`config.mk`:
```
export PLATFORM = sky130hd
export DESIGN_NAME = cln_driver
export DESIGN_NICKNAME = d
export VERILOG_FILES = /design/src/cln_pkg.sv /design/src/cln_buffer.sv /design/src/cln_driver.sv
export VERILOG_INCLUDE_DIRS = /design/src
export SDC_FILE = /design/constraint.sdc
export NUM_CORES = 1
export LEC_CHECK = 0
export BUFFER_PORTS_ARGS = -buffer_cell sky130_fd_sc_hd__buf_2
export CORE_ASPECT_RATIO = 1.4
export CORE_UTILIZATION = 55
export CTS_BUF_LIST = sky130_fd_sc_hd__clkbuf_4 sky130_fd_sc_hd__clkbuf_8
export DETAILED_ROUTE_END_ITERATION = 8
export PLACE_DENSITY_LB_ADDON = 0.2
export SLEW_MARGIN = 10
export SYNTH_ARGS = -nofsm -noshare
export SYNTH_HDL_FRONTEND = slang
export SYNTH_SLANG_ARGS = --single-unit
```
`constraint.sdc`:
```
create_clock -name core_clk -period 2.88 [get_ports core_clk]
set_input_delay 0.576 -clock core_clk [delete_from_list [all_inputs] [get_ports core_clk]]
set_output_delay 0.576 -clock core_clk [all_outputs]
set_load 0.01 [all_outputs]
```
`src/cln_regs.svh`:
```
// Timing, command and sequence constants for the character display nibble driver
`ifndef CLN_REGS_SVH
`define CLN_REGS_SVH

// ****************************************************************
// Clock and time figures
// ****************************************************************
`define CLN_CLK_PERIOD_NS 100
`define CLN_SETUP_NS      40
`define CLN_PULSE_NS      230
`define CLN_NIB_GAP_NS    1000
`define CLN_BYTE_GAP_NS   40000
`define CLN_CLEAR_NS      1640000
`define CLN_POWER_NS      15000000
`define CLN_INIT1_NS      4100000
`define CLN_INIT2_NS      100000
`define CLN_INIT3_NS      40000

// Least time to whole cycles, rounded up
`define CLN_NS_TO_CYC(ns) (((ns) + `CLN_CLK_PERIOD_NS - 1) / `CLN_CLK_PERIOD_NS)

`define CLN_SETUP_CYC   `CLN_NS_TO_CYC(`CLN_SETUP_NS)
`define CLN_PULSE_CYC   `CLN_NS_TO_CYC(`CLN_PULSE_NS)
`define CLN_NIB_GAP_CYC `CLN_NS_TO_CYC(`CLN_NIB_GAP_NS)
`define CLN_BYTE_CYC    `CLN_NS_TO_CYC(`CLN_BYTE_GAP_NS)
`define CLN_INIT2_CYC   `CLN_NS_TO_CYC(`CLN_INIT2_NS)
`define CLN_INIT3_CYC   `CLN_NS_TO_CYC(`CLN_INIT3_NS)

// ****************************************************************
// Nibbles and command bytes
// ****************************************************************
`define CLN_NIB_WAKE     4'h3
`define CLN_NIB_4BIT     4'h2
`define CLN_NIB_PARK     4'h0
`define CLN_CMD_FUNC_SET 8'h28
`define CLN_CMD_ENTRY    8'h06
`define CLN_CMD_DISP_ON  8'h0C
`define CLN_CMD_CLEAR    8'h01
`define CLN_CMD_HOME     8'h02
`define CLN_CMD_SET_ADDR 8'h80

// ****************************************************************
// Start-up sequence steps
// ****************************************************************
`define CLN_SEQ_INIT0    4'h0
`define CLN_SEQ_INIT1    4'h1
`define CLN_SEQ_INIT2    4'h2
`define CLN_SEQ_INIT3    4'h3
`define CLN_SEQ_FUNC     4'h4
`define CLN_SEQ_ENTRY    4'h5
`define CLN_SEQ_DISP     4'h6
`define CLN_SEQ_CLEAR    4'h7
`define CLN_SEQ_ADDR     4'h8
`define CLN_SEQ_RUN      4'h9

`endif

```
`src/cln_pkg.sv`:
```
// Types shared by the character display nibble driver
package cln_pkg;

  // Nibble engine states
  typedef enum logic [2:0] {
    CLN_ST_POWER,
    CLN_ST_SETUP,
    CLN_ST_PULSE,
    CLN_ST_GAP,
    CLN_ST_IDLE
  } cln_state_e;

endpackage

```
`src/cln_buffer.sv`:
```
// Two-entry valid/ready buffer in front of the nibble engine
`timescale 1ns/1ns
`include "cln_regs.svh"

module cln_buffer
  import cln_pkg::*;
#(
  parameter int WIDTH = 9,
  parameter int DEPTH = 2
)
(
  input  wire logic             core_clk,
  input  wire logic             rst_n,
  input  wire logic             in_valid,
  input  wire logic [WIDTH-1:0] in_data,
  output logic                  in_ready,
  output logic                  out_valid,
  output logic      [WIDTH-1:0] out_data,
  input  wire logic             out_ready
);

  localparam int PTR_W = (DEPTH > 1) ? $clog2(DEPTH) : 1;
  localparam int CNT_W = $clog2(DEPTH + 1);

  logic [WIDTH-1:0] mem_reg [DEPTH];
  logic [PTR_W-1:0] wr_ptr_reg, wr_ptr_next;
  logic [PTR_W-1:0] rd_ptr_reg, rd_ptr_next;
  logic [CNT_W-1:0] count_reg, count_next;
  logic             in_ready_reg, in_ready_next;
  logic             out_valid_reg, out_valid_next;
  logic             push;
  logic             pop;

  assign push      = in_valid && in_ready_reg;
  assign pop       = out_ready && out_valid_reg;
  assign in_ready  = in_ready_reg;
  assign out_valid = out_valid_reg;
  assign out_data  = mem_reg[rd_ptr_reg];

  // Pointer and fill level update
  always_comb
  begin
    wr_ptr_next = wr_ptr_reg;
    rd_ptr_next = rd_ptr_reg;
    count_next  = count_reg;
    if (push)
    begin
      wr_ptr_next = (wr_ptr_reg == PTR_W'(DEPTH - 1)) ? '0 : wr_ptr_reg + 1'b1;
    end
    if (pop)
    begin
      rd_ptr_next = (rd_ptr_reg == PTR_W'(DEPTH - 1)) ? '0 : rd_ptr_reg + 1'b1;
    end
    if (push && !pop)
    begin
      count_next = count_reg + 1'b1;
    end
    else if (pop && !push)
    begin
      count_next = count_reg - 1'b1;
    end
    in_ready_next  = (count_next != CNT_W'(DEPTH));
    out_valid_next = (count_next != '0);
  end

  // Control registers
  always_ff @(posedge core_clk or negedge rst_n)
  begin
    if (!rst_n)
    begin
      wr_ptr_reg    <= '0;
      rd_ptr_reg    <= '0;
      count_reg     <= '0;
      in_ready_reg  <= 1'b1;
      out_valid_reg <= 1'b0;
    end
    else
    begin
      wr_ptr_reg    <= wr_ptr_next;
      rd_ptr_reg    <= rd_ptr_next;
      count_reg     <= count_next;
      in_ready_reg  <= in_ready_next;
      out_valid_reg <= out_valid_next;
    end
  end

  // Entry storage, one write port per entry
  for (genvar g = 0; g < DEPTH; g++)
  begin : g_entry
    always_ff @(posedge core_clk)
    begin
      if (push && (wr_ptr_reg == PTR_W'(g)))
      begin
        mem_reg[g] <= in_data;
      end
    end
  end

endmodule

```
`src/cln_driver.sv`:
```
// Host driver for a 16x2 character display on a 4-bit bus
`timescale 1ns/1ns
`include "cln_regs.svh"

module cln_driver
  import cln_pkg::*;
#(
  parameter logic [6:0]  START_ADDR = 7'h00,
  parameter int unsigned WAIT_W     = 18,
  parameter int unsigned POWER_CYC  = `CLN_NS_TO_CYC(`CLN_POWER_NS),
  parameter int unsigned INIT1_CYC  = `CLN_NS_TO_CYC(`CLN_INIT1_NS),
  parameter int unsigned CLEAR_CYC  = `CLN_NS_TO_CYC(`CLN_CLEAR_NS)
)
(
  input  wire logic       core_clk,
  input  wire logic       rst_b,
  input  wire logic       lcd_enable,
  input  wire logic       wr_valid,
  input  wire logic [7:0] wr_data,
  input  wire logic       wr_is_data,
  output logic            wr_ready,
  output logic            init_done,
  output logic      [3:0] lcd_nibble_bus,
  output logic            lcd_reg_select,
  output logic            lcd_read_write,
  output logic            lcd_strobe
);

  // ****************************************************************
  // Reset release
  // ****************************************************************
  logic rst_sync1_reg;
  logic rst_sync2_reg;
  logic rst_n;

  // Two-stage release of the asynchronous reset
  always_ff @(posedge core_clk or negedge rst_b)
  begin
    if (!rst_b)
    begin
      rst_sync1_reg <= 1'b0;
      rst_sync2_reg <= 1'b0;
    end
    else
    begin
      rst_sync1_reg <= 1'b1;
      rst_sync2_reg <= rst_sync1_reg;
    end
  end

  assign rst_n = rst_sync2_reg;

  // ****************************************************************
  // Input buffer
  // ****************************************************************
  logic       buf_valid;
  logic [8:0] buf_data;
  logic       buf_pop;

  cln_buffer #(
    .WIDTH (9),
    .DEPTH (2)
  ) u_buffer (
    .core_clk  (core_clk),
    .rst_n     (rst_n),
    .in_valid  (wr_valid),
    .in_data   ({wr_is_data, wr_data}),
    .in_ready  (wr_ready),
    .out_valid (buf_valid),
    .out_data  (buf_data),
    .out_ready (buf_pop)
  );

  // ****************************************************************
  // Nibble engine
  // ****************************************************************
  cln_state_e        state_reg, state_next;
  logic [WAIT_W-1:0] cnt_reg, cnt_next;
  logic [3:0]        seq_reg, seq_next;
  logic [7:0]        byte_reg, byte_next;
  logic              byte_mode_reg, byte_mode_next;
  logic              low_reg, low_next;
  logic [3:0]        nib_reg, nib_next;
  logic              rs_reg, rs_next;
  logic              strobe_reg, strobe_next;
  logic              done_reg, done_next;
  logic [WAIT_W-1:0] wait_sel;
  logic              long_cmd;
  logic [3:0]        seq_inc;

  // Start-up step contents: the value sent at each step
  function automatic logic [7:0] step_value(input logic [3:0] s);
    case (s)
      `CLN_SEQ_INIT0: step_value = {4'h0, `CLN_NIB_WAKE};
      `CLN_SEQ_INIT1: step_value = {4'h0, `CLN_NIB_WAKE};
      `CLN_SEQ_INIT2: step_value = {4'h0, `CLN_NIB_WAKE};
      `CLN_SEQ_INIT3: step_value = {4'h0, `CLN_NIB_4BIT};
      `CLN_SEQ_FUNC:  step_value = `CLN_CMD_FUNC_SET;
      `CLN_SEQ_ENTRY: step_value = `CLN_CMD_ENTRY;
      `CLN_SEQ_DISP:  step_value = `CLN_CMD_DISP_ON;
      `CLN_SEQ_CLEAR: step_value = `CLN_CMD_CLEAR;
      default:        step_value = `CLN_CMD_SET_ADDR | {1'b0, START_ADDR};
    endcase
  endfunction

  assign seq_inc  = seq_reg + 4'h1;
  // Clear and home need the long execution wait
  assign long_cmd = !rs_reg && ((byte_reg == `CLN_CMD_CLEAR) || (byte_reg == `CLN_CMD_HOME));

  // Low time after the current pulse
  always_comb
  begin
    if (!byte_mode_reg)
    begin
      case (seq_reg)
        `CLN_SEQ_INIT0: wait_sel = WAIT_W'(INIT1_CYC);
        `CLN_SEQ_INIT1: wait_sel = WAIT_W'(`CLN_INIT2_CYC);
        default:        wait_sel = WAIT_W'(`CLN_INIT3_CYC);
      endcase
    end
    else if (!low_reg)
    begin
      wait_sel = WAIT_W'(`CLN_NIB_GAP_CYC);
    end
    else if (long_cmd)
    begin
      wait_sel = WAIT_W'(CLEAR_CYC);
    end
    else
    begin
      wait_sel = WAIT_W'(`CLN_BYTE_CYC);
    end
  end

  // Engine next state and pin values
  always_comb
  begin
    state_next     = state_reg;
    cnt_next       = cnt_reg;
    seq_next       = seq_reg;
    byte_next      = byte_reg;
    byte_mode_next = byte_mode_reg;
    low_next       = low_reg;
    nib_next       = nib_reg;
    rs_next        = rs_reg;
    strobe_next    = 1'b0;
    done_next      = done_reg;
    buf_pop        = 1'b0;
    case (state_reg)
      CLN_ST_POWER:
      begin
        cnt_next = cnt_reg - 1'b1;
        if (cnt_reg == '0)
        begin
          byte_next      = step_value(`CLN_SEQ_INIT0);
          byte_mode_next = 1'b0;
          nib_next       = byte_next[3:0];
          state_next     = CLN_ST_SETUP;
          cnt_next       = WAIT_W'(`CLN_SETUP_CYC - 1);
        end
      end
      CLN_ST_SETUP:
      begin
        cnt_next = cnt_reg - 1'b1;
        if (cnt_reg == '0)
        begin
          state_next  = CLN_ST_PULSE;
          strobe_next = 1'b1;
          cnt_next    = WAIT_W'(`CLN_PULSE_CYC - 1);
        end
      end
      CLN_ST_PULSE:
      begin
        strobe_next = 1'b1;
        cnt_next    = cnt_reg - 1'b1;
        if (cnt_reg == '0)
        begin
          strobe_next = 1'b0;
          state_next  = CLN_ST_GAP;
          cnt_next    = wait_sel - 1'b1;
        end
      end
      CLN_ST_GAP:
      begin
        cnt_next = cnt_reg - 1'b1;
        if (cnt_reg == '0)
        begin
          if (byte_mode_reg && !low_reg)
          begin
            low_next   = 1'b1;
            nib_next   = byte_reg[3:0];
            state_next = CLN_ST_SETUP;
            cnt_next   = WAIT_W'(`CLN_SETUP_CYC - 1);
          end
          else if (seq_reg < `CLN_SEQ_ADDR)
          begin
            seq_next       = seq_inc;
            byte_next      = step_value(seq_inc);
            byte_mode_next = (seq_inc >= `CLN_SEQ_FUNC);
            low_next       = 1'b0;
            rs_next        = 1'b0;
            nib_next       = byte_mode_next ? byte_next[7:4] : byte_next[3:0];
            state_next     = CLN_ST_SETUP;
            cnt_next       = WAIT_W'(`CLN_SETUP_CYC - 1);
          end
          else
          begin
            seq_next   = `CLN_SEQ_RUN;
            done_next  = 1'b1;
            state_next = CLN_ST_IDLE;
          end
        end
      end
      CLN_ST_IDLE:
      begin
        if (buf_valid && lcd_enable)
        begin
          buf_pop        = 1'b1;
          byte_next      = buf_data[7:0];
          rs_next        = buf_data[8];
          byte_mode_next = 1'b1;
          low_next       = 1'b0;
          nib_next       = buf_data[7:4];
          state_next     = CLN_ST_SETUP;
          cnt_next       = WAIT_W'(`CLN_SETUP_CYC - 1);
        end
        else
        begin
          nib_next = `CLN_NIB_PARK;
          rs_next  = 1'b0;
        end
      end
      default:
      begin
        state_next = CLN_ST_POWER;
        cnt_next   = WAIT_W'(POWER_CYC - 1);
      end
    endcase
  end

  // Engine registers
  always_ff @(posedge core_clk or negedge rst_n)
  begin
    if (!rst_n)
    begin
      state_reg     <= CLN_ST_POWER;
      cnt_reg       <= WAIT_W'(POWER_CYC - 1);
      seq_reg       <= `CLN_SEQ_INIT0;
      byte_reg      <= 8'h00;
      byte_mode_reg <= 1'b0;
      low_reg       <= 1'b0;
      nib_reg       <= `CLN_NIB_PARK;
      rs_reg        <= 1'b0;
      strobe_reg    <= 1'b0;
      done_reg      <= 1'b0;
    end
    else
    begin
      state_reg     <= state_next;
      cnt_reg       <= cnt_next;
      seq_reg       <= seq_next;
      byte_reg      <= byte_next;
      byte_mode_reg <= byte_mode_next;
      low_reg       <= low_next;
      nib_reg       <= nib_next;
      rs_reg        <= rs_next;
      strobe_reg    <= strobe_next;
      done_reg      <= done_next;
    end
  end

  // Pins straight from the engine flops; read/write never leaves write
  assign lcd_nibble_bus = nib_reg;
  assign lcd_reg_select = rs_reg;
  assign lcd_read_write = 1'b0;
  assign lcd_strobe     = strobe_reg;
  assign init_done      = done_reg;

  // ****************************************************************
  // Checks
  // ****************************************************************
  logic [WAIT_W-1:0] low_run_reg;
  logic              last_low_reg;
  logic              last_long_reg;
  logic              seen_pulse_reg;
  logic              high_rs_reg;

  // Low-time counter and facts about the previous pulse
  always_ff @(posedge core_clk or negedge rst_n)
  begin
    if (!rst_n)
    begin
      low_run_reg    <= '0;
      last_low_reg   <= 1'b0;
      last_long_reg  <= 1'b0;
      seen_pulse_reg <= 1'b0;
      high_rs_reg    <= 1'b0;
    end
    else
    begin
      if (strobe_reg)
      begin
        low_run_reg    <= '0;
        last_low_reg   <= byte_mode_reg && low_reg;
        last_long_reg  <= byte_mode_reg && low_reg && long_cmd;         // Whole byte only
        seen_pulse_reg <= 1'b1;
        if (!low_reg)
        begin
          high_rs_reg <= rs_reg;
        end
      end
      else if (low_run_reg != '1)
      begin
        low_run_reg <= low_run_reg + 1'b1;
      end
    end
  end
endmodule

```
==> run summary, run 1 <==
The run finished with clean final reports. Setup repair after global routing left no endpoint under its margin. The synthesized area is 3750 um2.

The fraction of synthesized cell area in xor and xnor cells is 0.0233. Of the total synthesized cell area, the portion taken by full adders, half adders and majority gates is 0.0300. The share of synthesized area in the top cell type comes to 0.254. The total of flip-flops plus latches after synthesis came out at 68.

The portion of total power attributed to sequential cells is 0.548. The clock latency on the worst-skew pair came out at about 0.35 ns. The detail route stage leaves a number of antenna-violating nets equal to 0. The worst setup path is captured at a flip-flop.

The total number of yosys warnings came out at 0. The clock edge transition at the registers on the reported setup and hold paths came out at approximately 0.07 ns. The post-route DRC violation count came out at 0. The maximum number of buffers from clock root to sink came out at 2. The type of the tightest min-delay check is flip-flop to flip-flop.

The final period utilization is 0.902. The detailed router finished its first iteration with 309 violations. In this run the number of cells on the critical path is 7. The switching share of power came out at 0.243. The worst hold path depth is 0.

The headroom to the max-slew limit came out at 0.296. The number of gates given a new drive strength after cts is 0. The worst hold path terminates at rst_n.

The number of standard cells after synthesis is 373. The critical path in this run is classified as flip-flop to flip-flop. The part of the power in the clock network is 0.380. The share of the synthesized area in compound gates (AO/OA/AOI/OAI) was 0.194. The worst-case IR drop observed on VDD is between 0.0004 and 0.0005 V. The number of vias per cell came out at 6.38. The portion of netlist area occupied by mux cells came out at 0.0650.

The number of nets handed over by synthesis was between 300 and 400. The per-cell routed wire length is 18.2 um. On the critical path the largest part of the delay comes from simple AND/OR/NAND/NOR gates. The internal power component came out at 1600 uW. The slew at the pin with the worst max-slew slack is 1.06 ns.

After legalization and detailed placement, the total HPWL measured 6.28 mm. The cell count of the worst reg-to-reg path came out at 7. The async set-or-reset flop fraction in the synthesized netlist came out at 0.735. Among all flip-flop cells after synthesis, the most frequent one is sky130_fd_sc_hd__dfrtp_1. The number of flops mapped to enable cells by yosys is 18. The switching power total came out at 512 uW.

TritonCTS created 9 clock buffers. The count of endpoints failing hold in the final timing report was 0. Setup slack on the worst reg-to-reg path comes out at between 0.2 and 0.3 ns. The tool flagged a number of max-cap violations equal to 0. The post-route setup TNS is 0 ns.

At the end of the flow, the number of nets in the layout was 420. The largest single stage delay on the critical path is approximately 0.52 ns. Among all cell types in the netlist, the one instantiated most often is sky130_fd_sc_hd__dfrtp_1. Together, buffers and inverters on the worst path number 1. The critical path arrival came out at 2.83 ns.

The via count of the first global-routing pass is just under 3,000. The area of the core is 6570 um2. After floorplanning, the core was divided into 35 placement rows. The initial antenna violation count is 0. The endpoint identified for the worst register-to-register timing path is byte_reg[2]. Setup violations remaining at the end of the flow were counted as 0. The post-route core utilization is 0.635.

Summing internal, switching and leakage power gives 2110 uW. The combined global-route utilization of all metal layers is 0.272. The vertical die dimension came out at 99.7 um. The count of pins on the block boundary is 22. The total inserted antenna cells came out at 0. The share of layout cells above drive strength 1 came out at 0.213. Synthesis instantiated slightly above 60 different standard cells from the library. Relative to the synthesized area, the layout overhead comes to 11.3%. For this run, the number of standard cells in the final layout without fillers is between 400 and 500. Of the total synthesized cell area, the portion taken by AND, OR, NAND and NOR gates is 0.171. The static power due to leakage is about 0.0017 uW. By count the netlist is led by 38 x sky130_fd_sc_hd__dfrtp_1, 31 x sky130_fd_sc_hd__o21ai_0, 30 x sky130_fd_sc_hd__nand2_1. The combinational cell fraction of total power is 0.072.

By area the synthesized netlist is led by sky130_fd_sc_hd__dfrtp_1 25%, sky130_fd_sc_hd__edfxtp_1 14%, sky130_fd_sc_hd__dfstp_2 8.4%, sky130_fd_sc_hd__o21ai_0 4.1%, sky130_fd_sc_hd__mux2_2 3.3%. The pre-antenna-repair detailed-routing pass consisted of 5 iterations. Entering global routing, the biggest net connects between 40 and 50 pins. The share of the Yosys chip area taken by registers is 0.482.

The global placer's final weighted congestion came out at 0.965. The vias after detailed routing is 3,043. The CTS tree is built. The power density relative to cell area is 506 nW/um2. In this run the critical register-to-register path is launched from cnt_reg[0].

Walking the worst path, the cells encountered are inv_1 -> ha_1 -> or3b_2 -> or3_1 -> o31ai_2 -> o21ai_2 -> mux2_2. The maximum fanout count along the critical path is 9. The data required time of the worst path is 3.11 ns.

In this run the horizontal extent of the chip is around 72 um. The highest-delay cell along the critical path is sky130_fd_sc_hd__or3b_2. The global-route wire length before repair is about 15 mm. For this run the aggregate overflow at the end of global routing stands at 0.

The maximum frequency from static timing analysis came out at 385 MHz. The H-tree was split into 3 levels. After synthesis, the mean cell area works out to 10.1 um2.

For this design, the sink count on the clock tree is 68. The count of buffers added by post-CTS timing repair for setup is 0. The worst hold path begins at rst_sync1_reg. The root cell of the clock tree is sky130_fd_sc_hd__clkbuf_8. The die footprint came out at 7160 um2. After layout, the minimum clock period comes to 2.60 ns. The count of pins over their slew limit is 0. The synthesized design spends more area on one cell type than any other, namely sky130_fd_sc_hd__dfrtp_1. The starting utilization of the core area is 0.571. The clock arrives with roughly 0.0088 ns of skew. The startpoint class of the critical path is a flip-flop. The quantity of I/O buffers inserted on ports is 20. The cell count after placement came out at 460.

The largest family of logic cells by synthesized area is compound AO/OA/AOI/OAI gates. The routed wire length came out at 8.68 mm.
repair_timing:
item / CTS / global route
hold buffers: 1 / 0
hold endpoints to repair: 2 / 0
endpoints found under the setup margin: 0 / 0
cell families after synthesis:
family | count (synthesis)
multiplexers | 23
adder cells (fa/ha/maj) | 9
AO/OA/AOI/OAI | 109
XOR/XNOR | 10
flip-flops | 68
buffers and inverters | 31
other | 2
AND/OR/NAND/NOR | 121
stage by stage:
stage          hold WS [ns]  area [um2]  setup WS, ns
2_1_floorplan         0.280        3750         0.502
3_3_place_gp          0.338        3960         0.363
3_5_place_dp          0.337        3960         0.317
4_1_cts               0.364        4170         0.291
5_1_grt               0.385        4170         0.154
6_report              0.361        4170         0.283
per-layer routing:
metal	part of all wire	GRT usage
met1	0.41	0.327
met2	0.51	0.462
met3	0.041	0.0496
met4	0.040	0.140
met5	0	0
layout by cell type (no fill, tap or decap), drive strengths merged, types with 9 or more instances in the layout:
| cell type | instances |
|---|---|
| mux2 | 11 |
| edfxtp | 18 |
| clkbuf | 12 |
| nor2 | 24 |
| dfstp | 12 |
| ha | 9 |
| buf | 33 |
| a21oi | 24 |
| nand2 | 30 |
| mux2i | 12 |
| dfrtp | 38 |
| inv | 11 |
| nor3 | 12 |
| o21ai | 33 |
worst max-delay path by stage:
stage	slack [ns]	start	end
finish	0.28	cnt_reg[0]	byte_reg[2]
CTS	0.29	cnt_reg[0]	byte_reg[7]
global route	0.15	cnt_reg[0]	byte_reg[5]
global placement	0.36	cnt_reg[0]	byte_reg[0]
detailed placement	0.32	cnt_reg[0]	byte_reg[1]
floorplan	0.50	cnt_reg[0]	lcd_nibble_bus[3]
power by group through the flow:
stage	clock network [uW]	registers, uW	logic, uW
floorplan	0	1160	108
global placement	0	1170	144
detailed placement	0	1180	151
CTS	817	1160	153
global route	858	1170	170
finish	802	1160	152
layout make-up:
class / count / area [um2]
Timing Repair Buffer: 34 / 208
Tap cell: 74 / 92.6
Clock buffer: 12 / 153
Sequential cell: 68 / 1810
Multi-Input combinational cell: 274 / 1820
Clock inverter: 4 / 50.0
Fill cell: 547 / 2390
Inverter: 11 / 41.3
Note: power is estimated with default switching activity, not from simulation.
==> run 2, diff against run 1 <==
- CORE_ASPECT_RATIO: 1.4 -> default
==> run 2 against run 1 <==
Clock power rose by 9.7%. Die area barely moved. Combinational power barely moved. Design area rose by 0.21%. Non-clock buffer count fell by 2. Critical endpoint is now byte_reg[7]. Critical path depth did not move.
==> run summary, run 2 (same netlist as run 1, synthesis figures left out) <==
The combinational cell fraction of total power came to 0.069 (-0.003). The worst clock skew came out at 0.00631 ns (-0.00252 ns). The number of H-tree levels is 3 (unchanged). The critical path arrival is 2.86 ns (+0.03 ns). The worst hold slack came out at 0.364 ns (+0.00259 ns). The critical path goes through inv_1 -> ha_1 -> or3b_2 -> or3_1 -> nor3_1 -> o21ai_2 -> mux2_2. The cell area after layout was 4180 um2 (+0.21%). The maximum fanout count along the critical path was 9 (unchanged).

The total setup violations reported at the end of the flow was 0 (unchanged). The die footprint was 7150 um2 (about the same). The global-route wire length before repair was 14.2 mm (-2.9%). The area of the core was 6460 um2 (-1.7%). The clock edge transition at the registers on the reported setup and hold paths is 0.08 ns (about the same). The met3 layer wire length in the routed design was 494 um (+38%). The met1 layer wirelength in the final routing came out at 3.83 mm (+8.9%).

The maximum frequency from static timing analysis is 380 MHz (-1.2%). The post-route DRC violation count was 0 (unchanged). The minimum period implied by the final worst setup slack came to 2.63 ns (+0.0317 ns). The largest stage delay on the critical path is 0.53 ns (about the same).

The clock latency on the worst-skew pair was 0.35 ns (about the same). The starting utilization of the core area is 0.581 (+0.00974). STA classifies the critical path endpoint as a flip-flop. The total CTS buffers is 9 (unchanged). The leading cell type in the layout, fill and taps excluded is sky130_fd_sc_hd__dfrtp_1. The portion of total power attributed to sequential cells came out at 0.528 (-0.020). The routed wire length was 8.52 mm (-1.8%). TritonCTS built the clock tree. The count of pins over their slew limit is 0 (unchanged).

The site row count came out at 29 (-17%). The number of sinks on the clock net is 68 (unchanged). The highest-delay cell along the critical path is sky130_fd_sc_hd__or3_1. The final HPWL from detailed placement came out at 5.99 mm (-4.7%). The power density relative to cell area came out at 522 nW/um2 (+3.3%). The data required time of the worst path came out at 3.11 ns (about the same). The number of vias per cell is 6.48 (+1.5%).

The switching share of power is 0.245 (+0.00277). The worst setup path is launched from a flip-flop. The library cells used most frequently in the layout, excluding fill and tap cells, are 37 x sky130_fd_sc_hd__dfrtp_1, 31 x sky130_fd_sc_hd__o21ai_0, 30 x sky130_fd_sc_hd__nand2_1, 24 x sky130_fd_sc_hd__a21oi_1, 24 x sky130_fd_sc_hd__nor2_1. The per-cell routed wire length came out at 17.8 um (-2.0%).

The residual antenna-violating net count after detailed routing came to 0 (unchanged). Signal routing reaches up to met4. The worst hold path belongs to the class flip-flop to flip-flop. The run finished with clean final reports.

The highest ir drop seen on vdd is 0.000415 V (-15%). The post-route setup TNS is 0 ns (unchanged). The final period utilization came to 0.913 (+0.0110). The pin count of the biggest net entering global routing is 49 (unchanged). The internal power component is 1650 uW (+3.1%).

The slew at the pin with the worst max-slew slack is 1.05 ns (-0.00817 ns). The via count of the first global-routing pass is 2,894 (-2.8%). The number of gates given a new drive strength after cts is 0 (unchanged). The vertical die dimension was 84.6 um (-15%). The area growth from synthesis to layout is 11.5%.

The share of layout cells above drive strength 1 came out at 0.207 (-0.00642). The count of endpoints failing hold in the final timing report came out at 0 (unchanged). The kind of critical path is flip-flop to flip-flop. The global placer's final weighted congestion came out at 0.906 (-6.1%). The die span in x is 84.6 um (+18%).

The count of pins on the block boundary came out at 22 (unchanged). The root cell of the clock tree is sky130_fd_sc_hd__clkbuf_8. The switching power total came out at 536 uW (+4.7%).

The combined global-route utilization of all metal layers is 0.255 (-0.0171). The headroom to the max-slew limit came out at 0.301 (+0.00545). The cell count after placement is 461 (+0.22%). The quantity of I/O buffers inserted on ports came out at 20 (unchanged).

Setup repair after global routing left no endpoint under its margin. The first-pass detailed-route iteration total is 5 (unchanged). The remaining global-route overflow is 0 (unchanged). The part of the power in the clock network came out at 0.403 (+0.023). The max capacitance violation total is 0 (unchanged). The static power due to leakage is 0.00166 uW (+0.22%). The violation count after the first detailed-routing iteration came out at 249 (-19%). The initial antenna violation count is 0 (unchanged). The met2 wirelength from detailed routing came out at 4.05 mm (-9.2%). The vias after detailed routing is 3,096 (+1.7%). The maximum number of buffers from clock root to sink is 2 (unchanged).

The net count reported at finish is 418 (-0.48%). The number of standard cells in the layout, taps in and fillers out is 478 (+0.21%). The total placed instance area is 3950 um2 (-0.28%). The total inserted antenna cells is 0 (unchanged).
==> run 2: changes by cell type in the layout (fill, tap and decap cells not counted) <==
cell,change
sky130_fd_sc_hd__clkinv_4,+3
sky130_fd_sc_hd__buf_4,-2
sky130_fd_sc_hd__clkbuf_4,-2
sky130_fd_sc_hd__clkinvlp_4,-2
sky130_fd_sc_hd__bufinv_16,+1
sky130_fd_sc_hd__clkbuf_8,-1
sky130_fd_sc_hd__clkinv_1,+1
sky130_fd_sc_hd__clkinv_2,-1
sky130_fd_sc_hd__inv_6,+1
==> run 2: path summary, 6_finish.rpt <==
path	start	to	slack, ns	cells past startpoint
setup / recovery	cnt_reg[0]	byte_reg[7]	0.25	7
hold / removal	rst_sync1_reg	rst_n	0.36	0
max in group asynchronous	rst_n	cnt_reg[4]	1.77	0
setup reg to reg	cnt_reg[0]	byte_reg[7]	0.25	7
min in group asynchronous	rst_n	lcd_nibble_bus[3]	0.46	0
hold reg to reg	rst_sync1_reg	rst_n	0.36	0
==> run 2: worst max-delay path, delay by kind of cell, from the launching register on <==
kind	cells	cell delay (ns)
AND/OR/NAND/NOR	3	1.33
flip-flops	1	0.39
multiplexers	1	0.32
AO/OA/AOI/OAI	1	0.20
adder cells (fa/ha/maj)	1	0.19
buffers and inverters	1	0.07
==> run 2: power by group through the flow <==
| stage | Sequential [uW] | Combinational (uW) | Clock [uW] |
|---|---|---|---|
| 5_1_grt | 1170 | 167 | 931 |
| 3_3_place_gp | 1170 | 145 | 0 |
| 6_report | 1150 | 150 | 880 |
| 3_5_place_dp | 1170 | 149 | 0 |
| 2_1_floorplan | 1160 | 108 | 0 |
| 4_1_cts | 1150 | 151 | 894 |
==> run 2: per-layer routing <==
layer  GRT usage  vias up
met5           0        -
met1       0.350     1522
met2       0.407      115
met3      0.0521       14
li1            -     1445
met4      0.0847        0
==> run 2: what timing repair did <==
item / in CTS / in global routing
hold buffers: 1 / 0
buffers inserted: 0 / 0
endpoints found under the hold margin: 2 / 0
==> run 2: area by class of cell <==
cell class,count,area [um2]
clock inverter,7,98.8
timing repair buffer,32,193
inverter,11,41.3
tap,77,96.3
clock buffer,9,124
fill,530,2280
sequential,68,1810
multi-input combinational,274,1820
==> run 2: per-stage QoR <==
| step | worst slack (ns) | utilization | total power, uW |
|---|---|---|---|
| 6_report | 0.251 | 0.648 | 2180 |
| 5_1_grt | 0.175 | 0.648 | 2260 |
| 4_1_cts | 0.263 | 0.648 | 2200 |
| 3_5_place_dp | 0.286 | 0.612 | 1320 |
| 3_3_place_gp | 0.353 | 0.612 | 1310 |
| 2_1_floorplan | 0.502 | - | 1270 |
==> run 3, diff against run 2 <==
- clock period: 2.88 -> 2.2 ns (I/O delays scaled with it)
==> run 3 against run 2 <==
The flow now finishes with violations (negative setup slack). Critical path depth did not move. Fmax rose by 16%. First-iteration DRC count rose by 0.80%. Global-route usage rose by 1.5 points. Count of clock-buffer cells in the layout did not move. Hold slack got worse by 0.096 ns. Via count rose by 4.8%. Utilization rose by 7.0 points. Non-clock buffer count rose by 43. Clock power rose by 24%. Sequential power rose by 30%. Sequential share of layout area fell by 4.2 points. Largest cell class unchanged.
==> run summary, run 3 (same netlist as run 1, synthesis figures left out) <==
The clock latency on the worst-skew pair was 0.36 ns (about the same). The slew at the pin with the worst max-slew slack is 0.620 ns (-0.428 ns). The area overhead of the layout relative to synthesis is 23.5%. The final reports fail on negative setup slack. The filler cell count is 498 (-6.0%). The maximum number of buffers from clock root to sink is 2 (unchanged).

The minimum period implied by the final worst setup slack is 2.26 ns (-0.369 ns). The global-route wire length before repair came out at 14.9 mm (+5.3%). The worst setup path is launched from a flip-flop. The clock edge transition at the registers on the reported setup and hold paths came out at 0.08 ns (about the same). The number of vias per cell came out at 6.23 (-3.8%). The per-cell routed wire length was 17.9 um (+0.40%). Setup repair after global routing could not meet its margin everywhere.

The site row count was 29 (unchanged). The number of H-tree levels is 3 (unchanged). The area of the core came out at 6460 um2 (unchanged).

The headroom to the max-slew limit came out at 0.586 (+0.285). The run finished, with violations left. The count of pins over their slew limit is 0 (unchanged). Signal routing reaches up to met4. The via count of the first global-routing pass is 3,106 (+7.3%). The pin count of the biggest net entering global routing is 49 (unchanged).

The total setup violations reported at the end of the flow came out at 8 (+8). CTS placed an instance of sky130_fd_sc_hd__clkbuf_8 at the clock tree root. The met3 layer wire length in the routed design is 500 um (+1.2%). The total inserted antenna cells came out at 0 (unchanged). The data required time of the worst path came out at 2.45 ns (-0.66 ns). The final HPWL from detailed placement is 6.44 mm (+7.6%).

The maximum fanout count along the critical path is 9 (unchanged). The count of pins on the block boundary came to 22 (unchanged). The static power due to leakage is 0.00189 uW (+14%). The vertical die dimension came out at 84.6 um (unchanged).

In the layout the commonest cells are 51 x sky130_fd_sc_hd__buf_4, 37 x sky130_fd_sc_hd__dfrtp_1, 31 x sky130_fd_sc_hd__o21ai_0, 29 x sky130_fd_sc_hd__nand2_1, 24 x sky130_fd_sc_hd__a21oi_1. The post-route DRC violation count came out at 0 (unchanged). The maximum frequency from static timing analysis is 443 MHz (+16%). The share of layout cells above drive strength 1 is 0.324 (+0.117). The residual antenna-violating net count after detailed routing came out at 0 (unchanged).

The total CTS buffers is 9 (unchanged). The met1 layer wirelength in the final routing is 4.16 mm (+8.5%). The die footprint came out at 7150 um2 (unchanged). The starting utilization of the core area was 0.581 (unchanged). The vias after detailed routing came out at 3,245 (+4.8%).

The total placed instance area is 4310 um2 (+9.0%). The worst setup path is captured at a flip-flop. The critical path arrival came out at 2.51 ns (-0.35 ns). The final period utilization is 1.03 (+0.114).

The combined global-route utilization of all metal layers came out at 0.270 (+0.0154). The initial antenna violation count is 0 (unchanged). The post-route core utilization came to 0.717 (+0.0697). The met2 wirelength from detailed routing came out at 4.50 mm (+11%). The highest ir drop seen on vdd came to 0.000648 V (+56%).

The power density relative to cell area came out at 608 nW/um2 (+16%). The die span in x came out at 84.6 um (unchanged). The number of sinks on the clock net was 68 (unchanged). The max capacitance violation total came out at 0 (unchanged). The minimum setup slack in the final design is -0.0599 ns (-0.311 ns).

The cell area after layout came out at 4630 um2 (+11%). The type of the tightest min-delay check is input pin to flip-flop. The count of endpoints failing hold in the final timing report is 0 (unchanged). The routed wire length came out at 9.32 mm (+9.4%). The worst clock skew was 0.0115 ns (+0.00519 ns). The quantity of I/O buffers inserted on ports is 20 (unchanged).

The remaining global-route overflow came to 0 (unchanged). The net count reported at finish is 461 (+10%). The leading cell type in the layout, fill and taps excluded is sky130_fd_sc_hd__buf_4. The global placer's final weighted congestion was 0.923 (+1.9%). The violation count after the first detailed-routing iteration is 251 (+0.80%). The critical path in this run is classified as flip-flop to flip-flop. TritonCTS built the clock tree. The first-pass detailed-route iteration total came out at 5 (unchanged).
-- run 3: cell count changes in the layout (fill, tap and decap cells not counted), sizes merged --
| cell | previous run | this run |
|---|---|---|
| buf | 31 | 74 |
| clkinv | 4 | 0 |
| inv | 12 | 15 |
| clkinvlp | 0 | 2 |
| bufinv | 2 | 1 |
-- run 3: area by class of cell --
class	instances	area (um2)	share of cell area
flip-flops and latches	68	1810	0.390
multi-input cells	274	1960	0.422
clock buffers	9	124	0.0267
clock inverters	7	80.1	0.0173
inverters	11	41.3	0.00891
well taps	77	96.3	0.0208
repair buffers	75	527	0.114
-- run 3: worst paths after layout --
path	startpoint	to	slack, ns	depth (start not counted)
worst max-delay path	cnt_reg[0]	byte_mode_reg	-0.06	7
worst min-delay path	wr_data[2]	u_buffer.mem_reg[1][2]	0.27	1
worst max register to register	cnt_reg[0]	byte_mode_reg	-0.06	7
worst min register to register	rst_sync1_reg	rst_n	0.36	0
max in group asynchronous	rst_n	cnt_reg[13]	1.42	1
min in group asynchronous	rst_n	lcd_nibble_bus[3]	0.37	1
-- run 3: layer usage --
layer,GRT usage,vias to the layer above
li1,-,1533
met1,0.371,1574
met2,0.426,121
met3,0.0492,17
met4,0.109,0
met5,0,-
-- run 3: through the flow --
step,setup TNS [ns],setup slack (ns),hold slack (ns),power [uW],instances
3_3_place_gp,-1.13,-0.140,0.224,1740,501
5_1_grt,-0.917,-0.124,0.259,2910,521
3_5_place_dp,-1.39,-0.163,0.226,1750,501
6_report,-0.296,-0.0599,0.268,2820,521
4_1_cts,-0.0302,-0.0223,0.261,2820,520
2_1_floorplan,-0.107,-0.0330,0.144,1660,373
-- run 3: power by group --
part / switching (uW) / total, uW / internal (uW)
sequential: 68.7 / 1500 / 1430
combinational: 133 / 231 / 97.8
clock: 550 / 1090 / 539
total: 752 / 2820 / 2060
-- run 3: worst max-delay path, stage by stage, from the launching register on --
cell,delay [ns]
sky130_fd_sc_hd__dfstp_2,0.39
sky130_fd_sc_hd__inv_2,0.08
sky130_fd_sc_hd__ha_4,0.12
sky130_fd_sc_hd__or3b_4,0.40
sky130_fd_sc_hd__or3_4,0.46
sky130_fd_sc_hd__o31ai_4,0.23
sky130_fd_sc_hd__o21ai_4,0.14
sky130_fd_sc_hd__mux2_4,0.33
-- run 3: what timing repair did --
action	CTS	global route
endpoints found under the setup margin	22	19
pin swaps	4	4
resized for setup	5	13
hold buffers	1	0
endpoints found under the hold margin	2	0
buffers inserted	2	1
